===== src/logic/frame_seq_pkg.sv =====
// Constants and types shared by the reader frame sequencer.
`default_nettype none
package frame_seq_pkg;
   // Register addresses.
   localparam logic [7:0] ADDR_PROTOCOL_MODE = 8'h01;
   localparam logic [7:0] ADDR_OP_CONTROL = 8'h02;
   localparam logic [7:0] ADDR_COLLISION = 8'h0A;
   localparam logic [7:0] ADDR_TX_COUNT_HI = 8'h0B;
   localparam logic [7:0] ADDR_TX_COUNT_LO = 8'h0C;
   localparam logic [7:0] ADDR_IRQ_STATUS = 8'h13;
   localparam logic [7:0] ADDR_FIELD_THRESHOLD = 8'h14;
   localparam logic [7:0] ADDR_RECEIVER_STATE = 8'h17;
   localparam logic [7:0] ADDR_FIFO_STATUS = 8'h1A;
   localparam logic [7:0] ADDR_FIFO_DATA = 8'h1F;
   // Field positions.
   localparam int PEER_MODE_BIT = 7;
   localparam int OP_ENABLE_BIT = 7;
   localparam int OP_RX_ENABLE_BIT = 6;
   localparam int OP_TX_ENABLE_BIT = 3;
   localparam int OP_TARGET_BIT = 0;
   localparam int IRQ_OSC_BIT = 6;
   localparam int IRQ_WATER_BIT = 5;
   localparam int IRQ_RX_END_BIT = 4;
   localparam int IRQ_TX_END_BIT = 3;
   localparam int IRQ_ERROR_BIT = 2;
   localparam int IRQ_COLLISION_BIT = 1;
   localparam int IRQ_PEER_EVENT_BIT = 0;
   localparam int IRQ_WIDTH = 7;
   // Values after reset.
   localparam logic [7:0] RESET_BYTE = 8'h00;
   localparam logic [15:0] RESET_COUNT = 16'h0000;
   // Direct command codes.
   localparam logic [7:0] CMD_SET_DEFAULT = 8'hC1;
   localparam logic [7:0] CMD_CLEAR = 8'hC2;
   localparam logic [7:0] CMD_TX_WITH_CRC = 8'hC4;
   localparam logic [7:0] CMD_TX_WITHOUT_CRC = 8'hC5;
   localparam logic [7:0] CMD_NFC_TX_INITIAL_AVOID = 8'hC8;
   localparam logic [7:0] CMD_NFC_TX_RESPONSE_AVOID = 8'hC9;
   localparam logic [7:0] CMD_NFC_TX_RESPONSE_AVOID_N0 = 8'hCA;
   localparam logic [7:0] CMD_UNMASK_RX = 8'hD1;
   localparam logic [7:0] CMD_CLEAR_RSSI = 8'hDA;
   // FIFO.
   localparam int FIFO_DEPTH = 32;
   localparam logic [5:0] FIFO_FULL_COUNT = 6'h20;
   localparam logic [5:0] TX_WATER_LEVEL = 6'h08;
   localparam logic [5:0] RX_WATER_LEVEL = 6'h18;
   // Collision avoidance listening time.
   localparam int CLK_PERIOD_NS = 50;
   localparam int AVOID_TIME_NS = 75000;
   localparam int AVOID_CYCLES_INT = (AVOID_TIME_NS + CLK_PERIOD_NS - 1) / CLK_PERIOD_NS;
   localparam logic [11:0] AVOID_CYCLES = AVOID_CYCLES_INT[11:0];

   typedef enum logic [1:0] {
      ST_IDLE = 2'b00,
      ST_TX = 2'b01,
      ST_AVOID = 2'b10,
      ST_RX = 2'b11
   } seq_state_type;

   typedef struct packed {
      logic enable;
      logic rx_enable;
      logic tx_enable;
      logic target;
   } op_control_type;
endpackage
`default_nettype wire


===== src/logic/hf_reader_frame_sequencer.sv =====
// Control and framing sequencer of an HF contactless reader front end.
`timescale 1ns/1ps
`default_nettype none
// Behaviour
// - Receiver state bits 7:4 hold the peak 4-bit logarithmic signal-strength code.
// - Peak code clears at message start and on the clear-strength command.
// - Bits 2:0 show current gain reduction, 3 dB per step, up to 21 dB.
// - Receiver state register reads zero after reset and restore-defaults.
// - Power-up gives standby with every register at its default, all zero.
// - Ready mode starts oscillator and regulators; interrupt once oscillator is stable.
// - Sending the last byte raises the end-of-transmission interrupt.
// - After transmission the receiver watches for a response and measures strength.
// - Received bytes go to FIFO; end-of-receive interrupt; status shows count.
// - Receive error or collision raises its interrupt; collision position is stored.
// - While transmitting, FIFO falling below transmit water level raises interrupt.
// - While receiving, FIFO above receive water level raises interrupt.
// - Peer operation is only 106 kbps active, selected by the peer-mode bit.
// - In peer mode the transmitter turns on only during peer transmit commands.
// - Target bit runs only the field detector; field detection raises peer event.
// - Unmask-receive command puts the receiver into receive mode.
// - Response commands run collision avoidance; external field aborts with peer event.
module hf_reader_frame_sequencer (
   // Clock and reset.
   input wire logic clk_sys,
   input wire logic rst,
   // Host register port and direct commands.
   input wire logic [7:0] reg_addr,
   input wire logic [7:0] reg_wdata,
   input wire logic reg_write,
   input wire logic reg_read,
   output logic [7:0] reg_rdata,
   input wire logic cmd_valid,
   input wire logic [7:0] cmd_code,
   output logic host_interrupt,
   // Enable pin.
   input wire logic enable_pin,
   // Analog front end control and status.
   output logic osc_enable,
   output logic regulator_enable,
   input wire logic osc_stable,
   output logic tx_on,
   output logic rx_on,
   output logic field_detector_on,
   input wire logic field_detected,
   input wire logic gain_cut_b2,
   input wire logic gain_cut_b1,
   input wire logic gain_cut_b0,
   input wire logic [3:0] rssi_level,
   // Transmit byte stream towards the modulator.
   output logic [7:0] tx_data,
   output logic tx_valid,
   input wire logic tx_ready,
   output logic tx_crc_on,
   // Receive byte stream from the decoder.
   input wire logic rx_begin,
   input wire logic [7:0] rx_data,
   input wire logic rx_valid,
   input wire logic rx_end,
   input wire logic rx_error,
   input wire logic rx_collision,
   input wire logic [7:0] rx_collision_pos
);

   function automatic logic [4:0] ptr_inc(input logic [4:0] ptr);
      ptr_inc = ptr + 5'h01;
   endfunction

   frame_seq_pkg::seq_state_type state, next_state;
   frame_seq_pkg::op_control_type op, next_op;
   logic peer_mode, next_peer_mode;
   logic [7:0] field_threshold, next_field_threshold;
   logic [15:0] tx_count, next_tx_count;
   logic [15:0] bytes_left, next_bytes_left;
   logic [7:0] collision_pos, next_collision_pos;
   logic [frame_seq_pkg::IRQ_WIDTH-1:0] irq, next_irq;
   logic [3:0] rssi_peak, next_rssi_peak;
   logic [2:0] gain_cut, next_gain_cut;
   logic osc_seen, next_osc_seen;
   logic field_seen, next_field_seen;
   logic crc_on, next_crc_on;
   logic [11:0] avoid_count, next_avoid_count;
   logic [7:0] read_data, next_read_data;
   logic [4:0] wr_ptr, next_wr_ptr;
   logic [4:0] rd_ptr, next_rd_ptr;
   logic [5:0] fifo_count, next_fifo_count;
   logic [7:0] fifo_mem [frame_seq_pkg::FIFO_DEPTH];
   logic push, pop;
   logic [7:0] push_data;
   logic tx_accept;
   logic [7:0] state_display;
   logic [7:0] op_byte;

   assign tx_accept = tx_valid && tx_ready;
   assign state_display = {rssi_peak, (op.target ? field_seen : osc_seen), gain_cut};
   assign op_byte = {op.enable, op.rx_enable, 2'b00, op.tx_enable, 2'b00, op.target};

   always_comb begin
      next_state = state;
      next_op = op;
      next_peer_mode = peer_mode;
      next_field_threshold = field_threshold;
      next_tx_count = tx_count;
      next_bytes_left = bytes_left;
      next_collision_pos = collision_pos;
      next_irq = irq;
      next_rssi_peak = rssi_peak;
      next_gain_cut = {gain_cut_b2, gain_cut_b1, gain_cut_b0};
      next_osc_seen = osc_stable;
      next_field_seen = field_detected;
      next_crc_on = crc_on;
      next_avoid_count = avoid_count;
      next_read_data = read_data;
      next_wr_ptr = wr_ptr;
      next_rd_ptr = rd_ptr;
      next_fifo_count = fifo_count;
      push = 1'b0;
      pop = 1'b0;
      push_data = rx_data;

      // Reading the interrupt register clears it; new events below still set.
      if (reg_read) begin
         case (reg_addr)
            frame_seq_pkg::ADDR_PROTOCOL_MODE: next_read_data = {peer_mode, 7'h00};
            frame_seq_pkg::ADDR_OP_CONTROL: next_read_data = op_byte;
            frame_seq_pkg::ADDR_COLLISION: next_read_data = collision_pos;
            frame_seq_pkg::ADDR_TX_COUNT_HI: next_read_data = tx_count[15:8];
            frame_seq_pkg::ADDR_TX_COUNT_LO: next_read_data = tx_count[7:0];
            frame_seq_pkg::ADDR_IRQ_STATUS: begin
               next_read_data = {1'b0, irq};
               next_irq = '0;
            end
            frame_seq_pkg::ADDR_FIELD_THRESHOLD: next_read_data = field_threshold;
            frame_seq_pkg::ADDR_RECEIVER_STATE: next_read_data = state_display;
            frame_seq_pkg::ADDR_FIFO_STATUS: next_read_data = {2'b00, fifo_count};
            frame_seq_pkg::ADDR_FIFO_DATA: begin
               next_read_data = fifo_mem[rd_ptr];
               pop = (fifo_count != 6'h00);
            end
            default: next_read_data = frame_seq_pkg::RESET_BYTE;
         endcase
      end
      if (reg_write) begin
         case (reg_addr)
            frame_seq_pkg::ADDR_PROTOCOL_MODE: begin
               next_peer_mode = reg_wdata[frame_seq_pkg::PEER_MODE_BIT];
            end
            frame_seq_pkg::ADDR_OP_CONTROL: begin
               next_op.enable = reg_wdata[frame_seq_pkg::OP_ENABLE_BIT];
               next_op.rx_enable = reg_wdata[frame_seq_pkg::OP_RX_ENABLE_BIT];
               next_op.tx_enable = reg_wdata[frame_seq_pkg::OP_TX_ENABLE_BIT];
               next_op.target = reg_wdata[frame_seq_pkg::OP_TARGET_BIT];
            end
            frame_seq_pkg::ADDR_TX_COUNT_HI: next_tx_count[15:8] = reg_wdata;
            frame_seq_pkg::ADDR_TX_COUNT_LO: next_tx_count[7:0] = reg_wdata;
            frame_seq_pkg::ADDR_FIELD_THRESHOLD: next_field_threshold = reg_wdata;
            frame_seq_pkg::ADDR_FIFO_DATA: begin
               push = (fifo_count != frame_seq_pkg::FIFO_FULL_COUNT);
               push_data = reg_wdata;
            end
            default: ;
         endcase
      end
      // Oscillator stable and external field events.
      if (osc_enable && osc_stable && !osc_seen) begin
         next_irq[frame_seq_pkg::IRQ_OSC_BIT] = 1'b1;
      end
      if (op.target && field_detected && !field_seen) begin
         next_irq[frame_seq_pkg::IRQ_PEER_EVENT_BIT] = 1'b1;
      end
      case (state)
         frame_seq_pkg::ST_IDLE: ;
         frame_seq_pkg::ST_TX: begin
            if (tx_accept) begin
               pop = 1'b1;
               next_bytes_left = bytes_left - 16'h0001;
               if (fifo_count == frame_seq_pkg::TX_WATER_LEVEL &&
                   bytes_left > {10'h000, fifo_count}) begin
                  next_irq[frame_seq_pkg::IRQ_WATER_BIT] = 1'b1;
               end
            end
            if (bytes_left == 16'h0000 || (tx_accept && bytes_left == 16'h0001)) begin
               next_irq[frame_seq_pkg::IRQ_TX_END_BIT] = 1'b1;
               next_state = frame_seq_pkg::ST_RX;
            end
         end
         frame_seq_pkg::ST_AVOID: begin
            if (field_detected) begin
               next_irq[frame_seq_pkg::IRQ_PEER_EVENT_BIT] = 1'b1;
               next_state = frame_seq_pkg::ST_IDLE;
            end else if (avoid_count == 12'h001) begin
               next_state = frame_seq_pkg::ST_TX;
            end else begin
               next_avoid_count = avoid_count - 12'h001;
            end
         end
         frame_seq_pkg::ST_RX: begin
            if (rssi_level > rssi_peak) next_rssi_peak = rssi_level;
            if (rx_begin) next_rssi_peak = 4'h0;
            if (rx_valid) begin
               push_data = rx_data;
               if (fifo_count == frame_seq_pkg::FIFO_FULL_COUNT) begin
                  next_irq[frame_seq_pkg::IRQ_ERROR_BIT] = 1'b1;
               end else begin
                  push = 1'b1;
                  if (fifo_count == frame_seq_pkg::RX_WATER_LEVEL) begin
                     next_irq[frame_seq_pkg::IRQ_WATER_BIT] = 1'b1;
                  end
               end
            end
            if (rx_error) next_irq[frame_seq_pkg::IRQ_ERROR_BIT] = 1'b1;
            if (rx_collision) begin
               next_irq[frame_seq_pkg::IRQ_COLLISION_BIT] = 1'b1;
               next_collision_pos = rx_collision_pos;
            end
            if (rx_end) begin
               next_irq[frame_seq_pkg::IRQ_RX_END_BIT] = 1'b1;
               next_state = frame_seq_pkg::ST_IDLE;
            end
         end
         default: next_state = frame_seq_pkg::ST_IDLE;
      endcase
      if (push) next_wr_ptr = ptr_inc(wr_ptr);
      if (pop) next_rd_ptr = ptr_inc(rd_ptr);
      if (push && !pop) begin
         next_fifo_count = fifo_count + 6'h01;
      end else if (pop && !push) begin
         next_fifo_count = fifo_count - 6'h01;
      end
      // Direct commands; transmit commands are taken only from idle or receive.
      if (cmd_valid) begin
         case (cmd_code)
            frame_seq_pkg::CMD_SET_DEFAULT: begin
               next_state = frame_seq_pkg::ST_IDLE;
               next_op = '0;
               next_peer_mode = 1'b0;
               next_field_threshold = frame_seq_pkg::RESET_BYTE;
               next_tx_count = frame_seq_pkg::RESET_COUNT;
               next_collision_pos = frame_seq_pkg::RESET_BYTE;
               next_irq = '0;
               next_rssi_peak = 4'h0;
               next_gain_cut = 3'h0;
               next_crc_on = 1'b0;
               next_wr_ptr = 5'h00;
               next_rd_ptr = 5'h00;
               next_fifo_count = 6'h00;
            end
            frame_seq_pkg::CMD_CLEAR: begin
               next_state = frame_seq_pkg::ST_IDLE;
               next_wr_ptr = 5'h00;
               next_rd_ptr = 5'h00;
               next_fifo_count = 6'h00;
            end
            frame_seq_pkg::CMD_TX_WITH_CRC, frame_seq_pkg::CMD_TX_WITHOUT_CRC: begin
               if (!peer_mode && state != frame_seq_pkg::ST_TX &&
                   state != frame_seq_pkg::ST_AVOID) begin
                  next_state = frame_seq_pkg::ST_TX;
                  next_bytes_left = tx_count;
                  next_crc_on = (cmd_code == frame_seq_pkg::CMD_TX_WITH_CRC);
               end
            end
            frame_seq_pkg::CMD_NFC_TX_INITIAL_AVOID, frame_seq_pkg::CMD_NFC_TX_RESPONSE_AVOID,
            frame_seq_pkg::CMD_NFC_TX_RESPONSE_AVOID_N0: begin
               if (peer_mode && state != frame_seq_pkg::ST_TX &&
                   state != frame_seq_pkg::ST_AVOID) begin
                  next_state = frame_seq_pkg::ST_AVOID;
                  next_avoid_count = frame_seq_pkg::AVOID_CYCLES;
                  next_bytes_left = tx_count;
                  next_crc_on = 1'b1;
               end
            end
            frame_seq_pkg::CMD_UNMASK_RX: begin
               if (state == frame_seq_pkg::ST_IDLE) next_state = frame_seq_pkg::ST_RX;
            end
            frame_seq_pkg::CMD_CLEAR_RSSI: next_rssi_peak = 4'h0;
            default: ;
         endcase
      end
   end
   always_ff @(posedge clk_sys or posedge rst) begin
      if (rst) begin
         state <= frame_seq_pkg::ST_IDLE;
         op <= '0;
         peer_mode <= 1'b0;
         field_threshold <= frame_seq_pkg::RESET_BYTE;
         tx_count <= frame_seq_pkg::RESET_COUNT;
         bytes_left <= frame_seq_pkg::RESET_COUNT;
         collision_pos <= frame_seq_pkg::RESET_BYTE;
         irq <= '0;
         rssi_peak <= 4'h0;
         gain_cut <= 3'h0;
         osc_seen <= 1'b0;
         field_seen <= 1'b0;
         crc_on <= 1'b0;
         avoid_count <= 12'h000;
         read_data <= frame_seq_pkg::RESET_BYTE;
         wr_ptr <= 5'h00;
         rd_ptr <= 5'h00;
         fifo_count <= 6'h00;
      end else begin
         state <= next_state;
         op <= next_op;
         peer_mode <= next_peer_mode;
         field_threshold <= next_field_threshold;
         tx_count <= next_tx_count;
         bytes_left <= next_bytes_left;
         collision_pos <= next_collision_pos;
         irq <= next_irq;
         rssi_peak <= next_rssi_peak;
         gain_cut <= next_gain_cut;
         osc_seen <= next_osc_seen;
         field_seen <= next_field_seen;
         crc_on <= next_crc_on;
         avoid_count <= next_avoid_count;
         read_data <= next_read_data;
         wr_ptr <= next_wr_ptr;
         rd_ptr <= next_rd_ptr;
         fifo_count <= next_fifo_count;
      end
   end
   always_ff @(posedge clk_sys) begin
      if (push) fifo_mem[wr_ptr] <= push_data;
   end
   assign reg_rdata = read_data;
   assign host_interrupt = |irq;
   assign osc_enable = op.enable || enable_pin;
   assign regulator_enable = op.enable || enable_pin;
   assign tx_on = peer_mode ? (state == frame_seq_pkg::ST_TX) : op.tx_enable;
   assign rx_on = op.rx_enable || state == frame_seq_pkg::ST_RX;
   assign field_detector_on = op.target || state == frame_seq_pkg::ST_AVOID;
   assign tx_data = fifo_mem[rd_ptr];
   assign tx_valid = (state == frame_seq_pkg::ST_TX) && (fifo_count != 6'h00) &&
                     (bytes_left != 16'h0000);
   assign tx_crc_on = crc_on;

endmodule // hf_reader_frame_sequencer
`default_nettype wire


===== config.mk =====
export PLATFORM = sky130hd
export DESIGN_NAME = hf_reader_frame_sequencer
export DESIGN_NICKNAME = d
export VERILOG_FILES = /design/src/logic/frame_seq_pkg.sv /design/src/logic/hf_reader_frame_sequencer.sv
export SDC_FILE = /design/constraint.sdc
export NUM_CORES = 1
export LEC_CHECK = 0
export ABC_AREA = 1
export ABC_CLOCK_PERIOD_IN_PS = 5900
export BUFFER_PORTS_ARGS = -buffer_cell sky130_fd_sc_hd__buf_2
export CAP_MARGIN = 20
export CORE_MARGIN = 3
export CORE_UTILIZATION = 65
export CTS_CLUSTER_DIAMETER = 50
export DETAILED_ROUTE_END_ITERATION = 7
export GPL_TIMING_DRIVEN = 1
export PLACE_DENSITY = 0.85
export SKIP_CTS_REPAIR_TIMING = 1
export SLEW_MARGIN = 20
export SYNTH_ARGS = -nofsm -noshare
export SYNTH_HDL_FRONTEND = slang
export SYNTH_SLANG_ARGS = --single-unit

===== constraint.sdc =====
create_clock -name clk_sys -period 5.9 [get_ports clk_sys]
set_input_delay 1.18 -clock clk_sys [delete_from_list [all_inputs] [get_ports clk_sys]]
set_output_delay 1.18 -clock clk_sys [all_outputs]
set_load 0.1 [all_outputs]

# After elaboration in Yosys (flattened, before gate mapping)

Memories as Yosys holds them, arrays and structs flattened.
Index checks and enable logic that the tools add are counted.

Output and inout bits: 24
Logic and storage cells: 201
Bits of input ports: 61
Flip-flop bits (word level): 108
Bits in writable memories: 256
Memories kept: 1

Memory list:

| name     | depth | bits a word | rd ports | clocked after memory_dff | write ports | RTL line                        | source |
|---|---|---|---|---|---|---|---|
| fifo_mem | 32    | 8           | 1        | 0                        | 1           | hf_reader_frame_sequencer.sv:86 | `logic [7:0] fifo_mem [frame_seq_pkg::FIFO_DEPTH];` |

$lt $le $gt $ge: 2
Muxes and demuxes: 104
Add/subtract/negate cells: 6
Eq/ne operators: 32
Reduce and logical (&&, ||, !) cells: 35

Operators by type and width:

| kind                                                | number |
|---|---|
| two-way mux 16 bit                                  | 8 |
| two-way mux 8 bit                                   | 14 |
| one-hot mux 8 bit (10 select lines)                 | 1 |
| == test 8 bit (second input constant)               | 9 |
| two-way mux 12 bit                                  | 6 |
| == test 8 x 5 -> 1 bit (second input constant)      | 5 |
| two-way mux 1 bit                                   | 36 |
| two-way mux 4 bit                                   | 9 |
| one-hot mux 16 bit (2 select lines)                 | 1 |
| two-way mux 5 bit                                   | 6 |
| two-way mux 7 bit                                   | 4 |
| == test 8 x 4 -> 1 bit (second input constant)      | 3 |
| two-way mux 6 bit                                   | 4 |
| two-way mux 2 bit                                   | 9 |
| == test 16 x 1 -> 1 bit (second input constant)     | 1 |
| greater-than comparator 16 x 6 -> 1 bit             | 1 |
| zero test 16 bit                                    | 1 |
| nonzero test 16 bit                                 | 1 |
| subtractor 16 x 1 -> 16 bit (second input constant) | 1 |
| logical AND 1 bit                                   | 15 |
| == test 12 x 1 -> 1 bit (second input constant)     | 1 |
| subtractor 12 x 1 -> 12 bit (second input constant) | 1 |
| adder 5 x 1 -> 5 bit (second input constant)        | 2 |
| == test 8 x 1 -> 1 bit (second input constant)      | 1 |
| other kinds (26)                                    | 39 |

# Depth between registers and ports, before layout

Gate-level depths: netlist of run 1.

Word-level depth: 12
Gate-level depth with buffers: 15
Depth with buffers taken out: 15

# Least setup slack after synthesis of run 1

Ideal clock, no wire load.

Path kind: input port to flip-flop
From: input port reg_addr[5]
To: memory fifo_mem[0][0], data pin
Arrival time: 3.412 ns
Cell stages on the path: 8
Library setup time: 0.454 ns
Data required time: 5.446 ns
Path slack: 2.034 ns
Buffers on the path: 2
Cells stage by stage: inv_1 > nand2_1 > nor2_2 > and2_1 > buf_6 > nand3_1 > clkbuf_1 > o21ai_0

Word-level cells in the longest chain between the ends: 5

Ends and longest elaborated chain:

| item                     | RTL line                         | source |
|---|---|---|
| start: declaration       | hf_reader_frame_sequencer.sv:27  | `input wire logic [7:0] reg_addr,` |
| == test 8 x 5 -> 1 bit * | hf_reader_frame_sequencer.sv:143 | `case (reg_addr)` |
| two-way mux 8 bit *      | hf_reader_frame_sequencer.sv:143 |  |
| two-way mux 8 bit *      | hf_reader_frame_sequencer.sv:142 | `if (reg_write) begin` |
| two-way mux 8 bit        | hf_reader_frame_sequencer.sv:199 | `if (rx_valid) begin` |
| two-way mux 8 bit *      | hf_reader_frame_sequencer.sv:170 | `case (state)` |
| net push_data[0]         | hf_reader_frame_sequencer.sv:88  | `logic [7:0] push_data;` |
| end: declaration         | hf_reader_frame_sequencer.sv:86  |  |

Mark *: on every way through the listed nets, which the timed path passes. The rest lies on a longest branch.

# Worst setup path in the final report of run 1

From: register rd_ptr[0]
To: output port tx_data[7]

Word-level cells in the longest chain between the ends: 1

Ends and longest elaborated chain:

| item                     | RTL line                         | source |
|---|---|---|
| start: declaration       | hf_reader_frame_sequencer.sv:84  | `logic [4:0] rd_ptr, next_rd_ptr;` |
| start signal: assignment | hf_reader_frame_sequencer.sv:316 | `rd_ptr <= next_rd_ptr;` |
| memory (32 x 8 bit)      | --                               |  |
| end: declaration         | hf_reader_frame_sequencer.sv:50  | `output logic [7:0] tx_data,` |

Every way passes these cells.

==> results of run 1 <==
[sequential cells by signal (all words and copies together) (netlist names)]
register,count
wr_ptr,5
bytes_left,16
peer_mode,1
op,4
field_seen,1
irq,7
state,2
reg_rdata,8
tx_count,16
collision_pos,8
avoid_count,12
rssi_peak,4
osc_seen,1
rd_ptr,5
tx_crc_on,1
fifo_mem,256
fifo_count,6
field_threshold,8
gain_cut,3
[cell families (layout without fill, tap and decap cells)]
group           Yosys count  in the layout
simple gates            995            995
compound gates          249            249
mux                       1              1
xor+xnor                 19             19
fa+ha+maj                21             21
buf+inv                 207            310
flops                   364            364
[cells in the mapped netlist (all sizes together), types with 3 or more instances]
library cell,number
ha,21
or2,3
nor3,18
nor2,303
o21ai,134
inv,138
buf,41
nand4,28
clkbuf,26
o211ai,10
a21oi,82
o22ai,10
dfrtp,108
edfxtp,256
nand3,178
a211oi,7
xor2,18
nand2,459
[per-layer routing]
metal / vias up / part of all wire [%] / track usage (%)
met5: - / 0 / 0
met4: 0 / 5.4 / 15.3
met3: 194 / 9.2 / 4.69
met2: 874 / 50 / 55.7
met1: 6646 / 36 / 41.3
li1: 6399 / - / -
[worst paths after layout]
| path | start | endpoint | slack (ps) | cells past startpoint |
|---|---|---|---|---|
| max | rd_ptr[0] | tx_data[7] | 900 | 11 |
| min in group asynchronous | rst | reg_rdata[5] | 820 | 2 |
| max in group asynchronous | rst | avoid_count[0] | 4020 | 3 |
| min reg2reg | reg_rdata[6] | reg_rdata[6] | 480 | 2 |
| max reg2reg | rd_ptr[0] | reg_rdata[7] | 2790 | 12 |
| min | reg_rdata[6] | reg_rdata[6] | 480 | 2 |
[report_power, final]
part / internal, mW / leakage [nW] / total (mW) / switching (mW)
sequential: 2.85 / 3.63 / 3.05 / 0.207
clock: 1.30 / 0.565 / 2.29 / 0.993
combinational: 0.620 / 3.71 / 2.50 / 1.88
total: 4.76 / 7.90 / 7.84 / 3.08
[worst max-delay path, cell delays in order, from the launching register on]
cell	delay [ps]
dfrtp_4	710
inv_2	850
buf_12	290
nand2_1	90
nand2_1	80
nand2_1	50
a21oi_1	310
nor2_1	100
nand2_1	180
nand2_1	90
inv_1	60
buf_2	420
[layout make-up]
class | instances | area, um2
flip-flops and latches | 364 | 10400
fillers | 1738 | 6510
multi-input cells | 1285 | 5950
clock buffers | 56 | 1050
repair buffers | 100 | 553
inverters | 140 | 531
well taps | 330 | 413
clock inverters | 14 | 139
==> flow_summary.json, run 1 <==
{
  "status": "complete, no violations",
  "dpl.hpwl_mm": 31.1,
  "drt_iter0_drc": 1991,
  "rsz0062_at_grt": "false",
  "fin_area_um2": 19000,
  "numCtsBuffers": 38,
  "yosys_warnings": 0,
  "h-tree-depth": 2,
  "area_growth_pct": 10.9,
  "critPathLaunchType": "flop",
  "hold_viol": 0,
  "placed_cell_area_um2": 17800,
  "cap_violations": 0,
  "final_cells": 2289,
  "die_area_um2": 28400,
  "yosysTopAreaCellShare_pct": 44.8,
  "clock.fmax_ghz": 0.200,
  "max_slew.worst_pin.slew_ps": 1030,
  "insertion_delay_ps": 540,
  "grt_pass1_vias": 13700,
  "cp_max_fo": 58,
  "grt_start_max_net_pins": 79,
  "synth_top_family_by_area": "simple AND/OR/NAND/NOR gates",
  "finalSetupTns_ps": 0,
  "layout_common_cells": "nand2_1, nor2_1, edfxtp_1",
  "async_reset_ff_share_pct": 29.7,
  "synthAdderAreaFrac_pct": 1.53,
  "avgSynthCellArea_um2": 9.24,
  "finalSetupViolCount": 0,
  "worstPathRequired_ps": 4720,
  "crit_path_end_kind": "output pin",
  "clk_pin_slew_ps": 60,
  "synth.net_count": 1938,
  "core_area_um2": 25500,
  "relSlewSlack_pct": 30.9,
  "synth_edf_count": 256,
  "drive_above_1_share_pct": 10.1,
  "drcViolationCount": 0,
  "yosysSeqAreaShare_pct": 60.6,
  "finClkSkew_ps": 23.6,
  "start_util_pct": 67.2,
  "vias": 14100,
  "synthSimpleGateAreaFrac_pct": 24.2,
  "synthXorXnorAreaFrac_pct": 0.970,
  "ioPinCount": 85,
  "root_buffer": "clkbuf_16",
  "synth.distinct_cells": 46,
  "hp-class": "flop to flop",
  "synth.cell_area_um2": 17200,
  "ant_nets": 0,
  "grt_pass1_wl_mm": 72.4,
  "final_nets": 2011,
  "final_util_pct": 74.5,
  "synthTopCellsByArea": "edfxtp_1, dfrtp_1, nand2_1",
  "antennaDiodeCount": 0,
  "ys_ff_latch": 364,
  "synth-compound-area-share_pct": 7.73,
  "drt_pass1_iterations": 7,
  "synthMuxAreaShare_pct": 0.0584,
  "num_rows": 58,
  "drv_slew": 0,
  "gr-usage-all-layers_pct": 32.5,
  "critPathKind": "flop to output pin",
  "port_buffers": 84,
  "cp_data_arrival_time_ps": 3820,
  "routabilityCongestion": 0.964,
  "vias_per_cell": 6.17,
  "wl_per_cell_um": 20.3,
  "p_leak_nw": 7.90,
  "setup_slack_ps": 901,
  "cts_tree": "yes",
  "synthFlopType": "edfxtp_1",
  "total_power_mw": 7.84,
  "layout_commonest_cell": "nand2_1",
  "grt_overflow": 0,
  "dp.cells": 2219,
  "synth.largest_area_cell": "edfxtp_1",
  "antenna_found_initial": 0,
  "hold-worst-slack_ps": 482,
  "clockBufferDepth": 3,
  "fin_crit_sh_pct": 84.7,
  "die_h_um": 168,
  "pre_cts_ws_ps": 1530,
  "min_period_ps": 5000,
  "clock_sinks": 364,
  "ir_drop_mv": 0.592,
  "power_density_nw_per_um2": 412,
  "syn_inst": 1856,
  "wl_mm": 46.5,
  "dieWidth_um": 168
}
Power figures use the tool's default switching activity.
==> inputs of run 2 (changes only) <==
ABC_AREA = 0   (was 1)
ABC_CLOCK_PERIOD_IN_PS = 5000   (was 5900)
CORE_UTILIZATION = 61   (was 65)
PLACE_DENSITY = 0.8   (was 0.85)
clock period = 5 ns   (was 5.9 ns; I/O delays follow)
==> run 2 against run 1 <==
Net effect: combinational power decreased by 24%; critical path depth shrank 5; count of clock-buffer cells in the layout down 3.
==> flow_summary.json, run 2 <==
{
  "hp-class": "flop to flop",
  "avgSynthCellArea_um2": 13.6,
  "clock.fmax_ghz": 0.212,
  "n_fill_cell": 1747,
  "critPathKind": "flop to output pin",
  "antenna_found_initial": 0,
  "clk_pin_slew_ps": 60,
  "synth_common_cells": "edfxtp_1, nor2_1, dfrtp_1",
  "grt_overflow": 0,
  "wl_mm": 41.7,
  "yosys_warnings": 0,
  "cp_data_arrival_time_ps": 3720,
  "finClkSkew_ps": 25.0,
  "dieWidth_um": 171,
  "drv_slew": 0,
  "relSlewSlack_pct": 35.7,
  "grt_start_max_net_pins": 48,
  "yosysTopAreaCellShare_pct": 46.4,
  "placed_cell_area_um2": 17300,
  "cap_violations": 0,
  "path_cells": "buf_12, mux4_2, and2_1, o41ai_1, inv_1, buf_2",
  "ioPinCount": 85,
  "wl_met1_mm": 16.0,
  "multi_input_area_um2": 5770,
  "wl_met2_mm": 20.1,
  "clock_sinks": 364,
  "start_util_pct": 62.9,
  "cp_max_fo": 33,
  "status": "complete, no violations",
  "hold-worst-slack_ps": 522,
  "synth_edf_count": 256,
  "ant_nets": 0,
  "cts_tree": "yes",
  "topRoutingLayerUsed": "met4",
  "synthFlopType": "edfxtp_1",
  "final_nets": 1375,
  "ir_drop_mv": 0.429,
  "reg_top3": "fifo_mem (256), bytes_left (16), tx_count (16)",
  "layout_common_cells": "edfxtp_1, nor2_1, dfrtp_1",
  "die_area_um2": 29200,
  "yosysMostFrequentCell": "edfxtp_1",
  "dpl.hpwl_mm": 28.0,
  "async_reset_ff_share_pct": 29.7,
  "ys_ff_latch": 364,
  "vias": 11100,
  "ff_latch_area_um2": 10400,
  "finalSetupTns_ps": 0,
  "grt_pass1_wl_mm": 64.4,
  "finalSetupViolCount": 0,
  "synth.cell_area_um2": 16600,
  "vias_per_cell": 6.73,
  "die_h_um": 171,
  "drt_iter0_drc": 1636,
  "yosysSeqAreaShare_pct": 62.7,
  "worstPathRequired_ps": 4000,
  "crit_path_end_kind": "output pin",
  "p_leak_nw": 6.99,
  "synthTopCellsByArea": "edfxtp_1, dfrtp_1, mux4_2",
  "syn_inst": 1219,
  "grt_pass1_vias": 10900,
  "synth.net_count": 1301,
  "fin_area_um2": 18500,
  "min_period_ps": 4720,
  "num_rows": 59,
  "drt_pass1_iterations": 8,
  "largest_register_ffs": 256,
  "synth.distinct_cells": 72,
  "layout_commonest_cell": "edfxtp_1",
  "clockBufferDepth": 3,
  "drive_above_1_share_pct": 17.8,
  "drcViolationCount": 0,
  "h-tree-depth": 2,
  "rsz0062_at_grt": "false",
  "root_buffer": "clkbuf_16",
  "port_buffers": 84,
  "synth.largest_area_cell": "edfxtp_1",
  "max_slew.worst_pin.slew_ps": 957,
  "hold_viol": 0,
  "antennaDiodeCount": 0,
  "critPathLaunchType": "flop",
  "wl_per_cell_um": 25.2,
  "largest-register": "fifo_mem",
  "core_area_um2": 26400,
  "power_density_nw_per_um2": 455,
  "routabilityCongestion": 1.01,
  "area_growth_pct": 11.6,
  "slowest_delay_ps": 830,
  "gr-usage-all-layers_pct": 29.0,
  "numCtsBuffers": 40,
  "fin_crit_sh_pct": 94.3,
  "insertion_delay_ps": 540,
  "slowest_stage": "dfrtp_4",
  "met3_length_mm": 4.18
}
-- run 2: cell count changes in the layout (fill, tap and decap cells not counted), sizes merged, moves of 19 or more --
cell   before  now
xnor2       1   20
inv       138   34
a21oi      82   33
mux2i       1   82
nand3     178   34
nand2     459   76
mux4        0   47
o21ai     134   32
nor2      303  129
-- run 2: logic make-up after synthesis --
kind of cell / count (synthesis) / share of synthesized area, %
AOI/OAI and AO/OA: 186 / 7.78
xor gates and xnor gates: 37 / 1.96
adders and majority gates: 23 / 1.71
buffers and inverters: 100 / 2.52
DFF: 364 / 62.7
muxes: 142 / 12.2
and+or+nand+nor: 367 / 11.1
-- run 2: where the power goes --
| part | leakage, nW | total (mW) | internal [mW] | switching [mW] |
|---|---|---|---|---|
| logic | 2.68 | 1.91 | 0.764 | 1.14 |
| registers | 3.72 | 3.77 | 3.43 | 0.340 |
| clock network | 0.593 | 2.74 | 1.57 | 1.18 |
| total | 6.99 | 8.42 | 5.76 | 2.66 |
-- run 2: final timing paths --
| check | end | cells after the start | from | slack [ps] |
|---|---|---|---|---|
| max in group asynchronous | bytes_left[9] | 3 | rst | 3540 |
| min in group asynchronous | rd_ptr[2] | 2 | rst | 550 |
| hold / removal | avoid_count[7] | 2 | avoid_count[7] | 520 |
| setup reg to reg | fifo_mem[9][7] | 7 | fifo_count[1] | 1720 |
| setup / recovery | tx_data[4] | 6 | rd_ptr[0] | 280 |
| hold reg to reg | avoid_count[7] | 2 | avoid_count[7] | 520 |
-- run 2: critical path, delay by kind of cell (launching register included) --
family	cells	cell delay [ps]
muxes	1	540
AOI/OAI and AO/OA	1	760
DFF	1	830
and+or+nand+nor	1	180
buffers and inverters	3	820
-- run 2: stage by stage --
| stage | cells | setup WS, ps | total power [mW] | util, % |
|---|---|---|---|---|
| 4_1_cts | 1655 | 398 | 8.43 | 70.1 |
| 6_report | 1655 | 283 | 8.42 | 70.2 |
| 3_3_place_gp | 1586 | 1030 | 5.62 | 65.5 |
| 3_5_place_dp | 1586 | 951 | 5.68 | 65.5 |
| 2_1_floorplan | 1219 | 1050 | 5.17 | - |
| 5_1_grt | 1655 | 240 | 8.72 | 70.2 |
-- run 2: per-layer routing --
layer	vias up	global-route usage [%]
li1	4811	-
met1	5507	40.5
met2	705	47.5
met3	107	4.62
met4	0	9.42
met5	-	0
-- run 2: final cells by class --
class | instances | area share, %
Inverter | 32 | 0.663
Tap cell | 335 | 2.27
Timing Repair Buffer | 100 | 2.99
Sequential cell | 364 | 56.2
Multi-Input combinational cell | 755 | 31.2
Clock buffer | 53 | 5.95
Clock inverter | 16 | 0.710
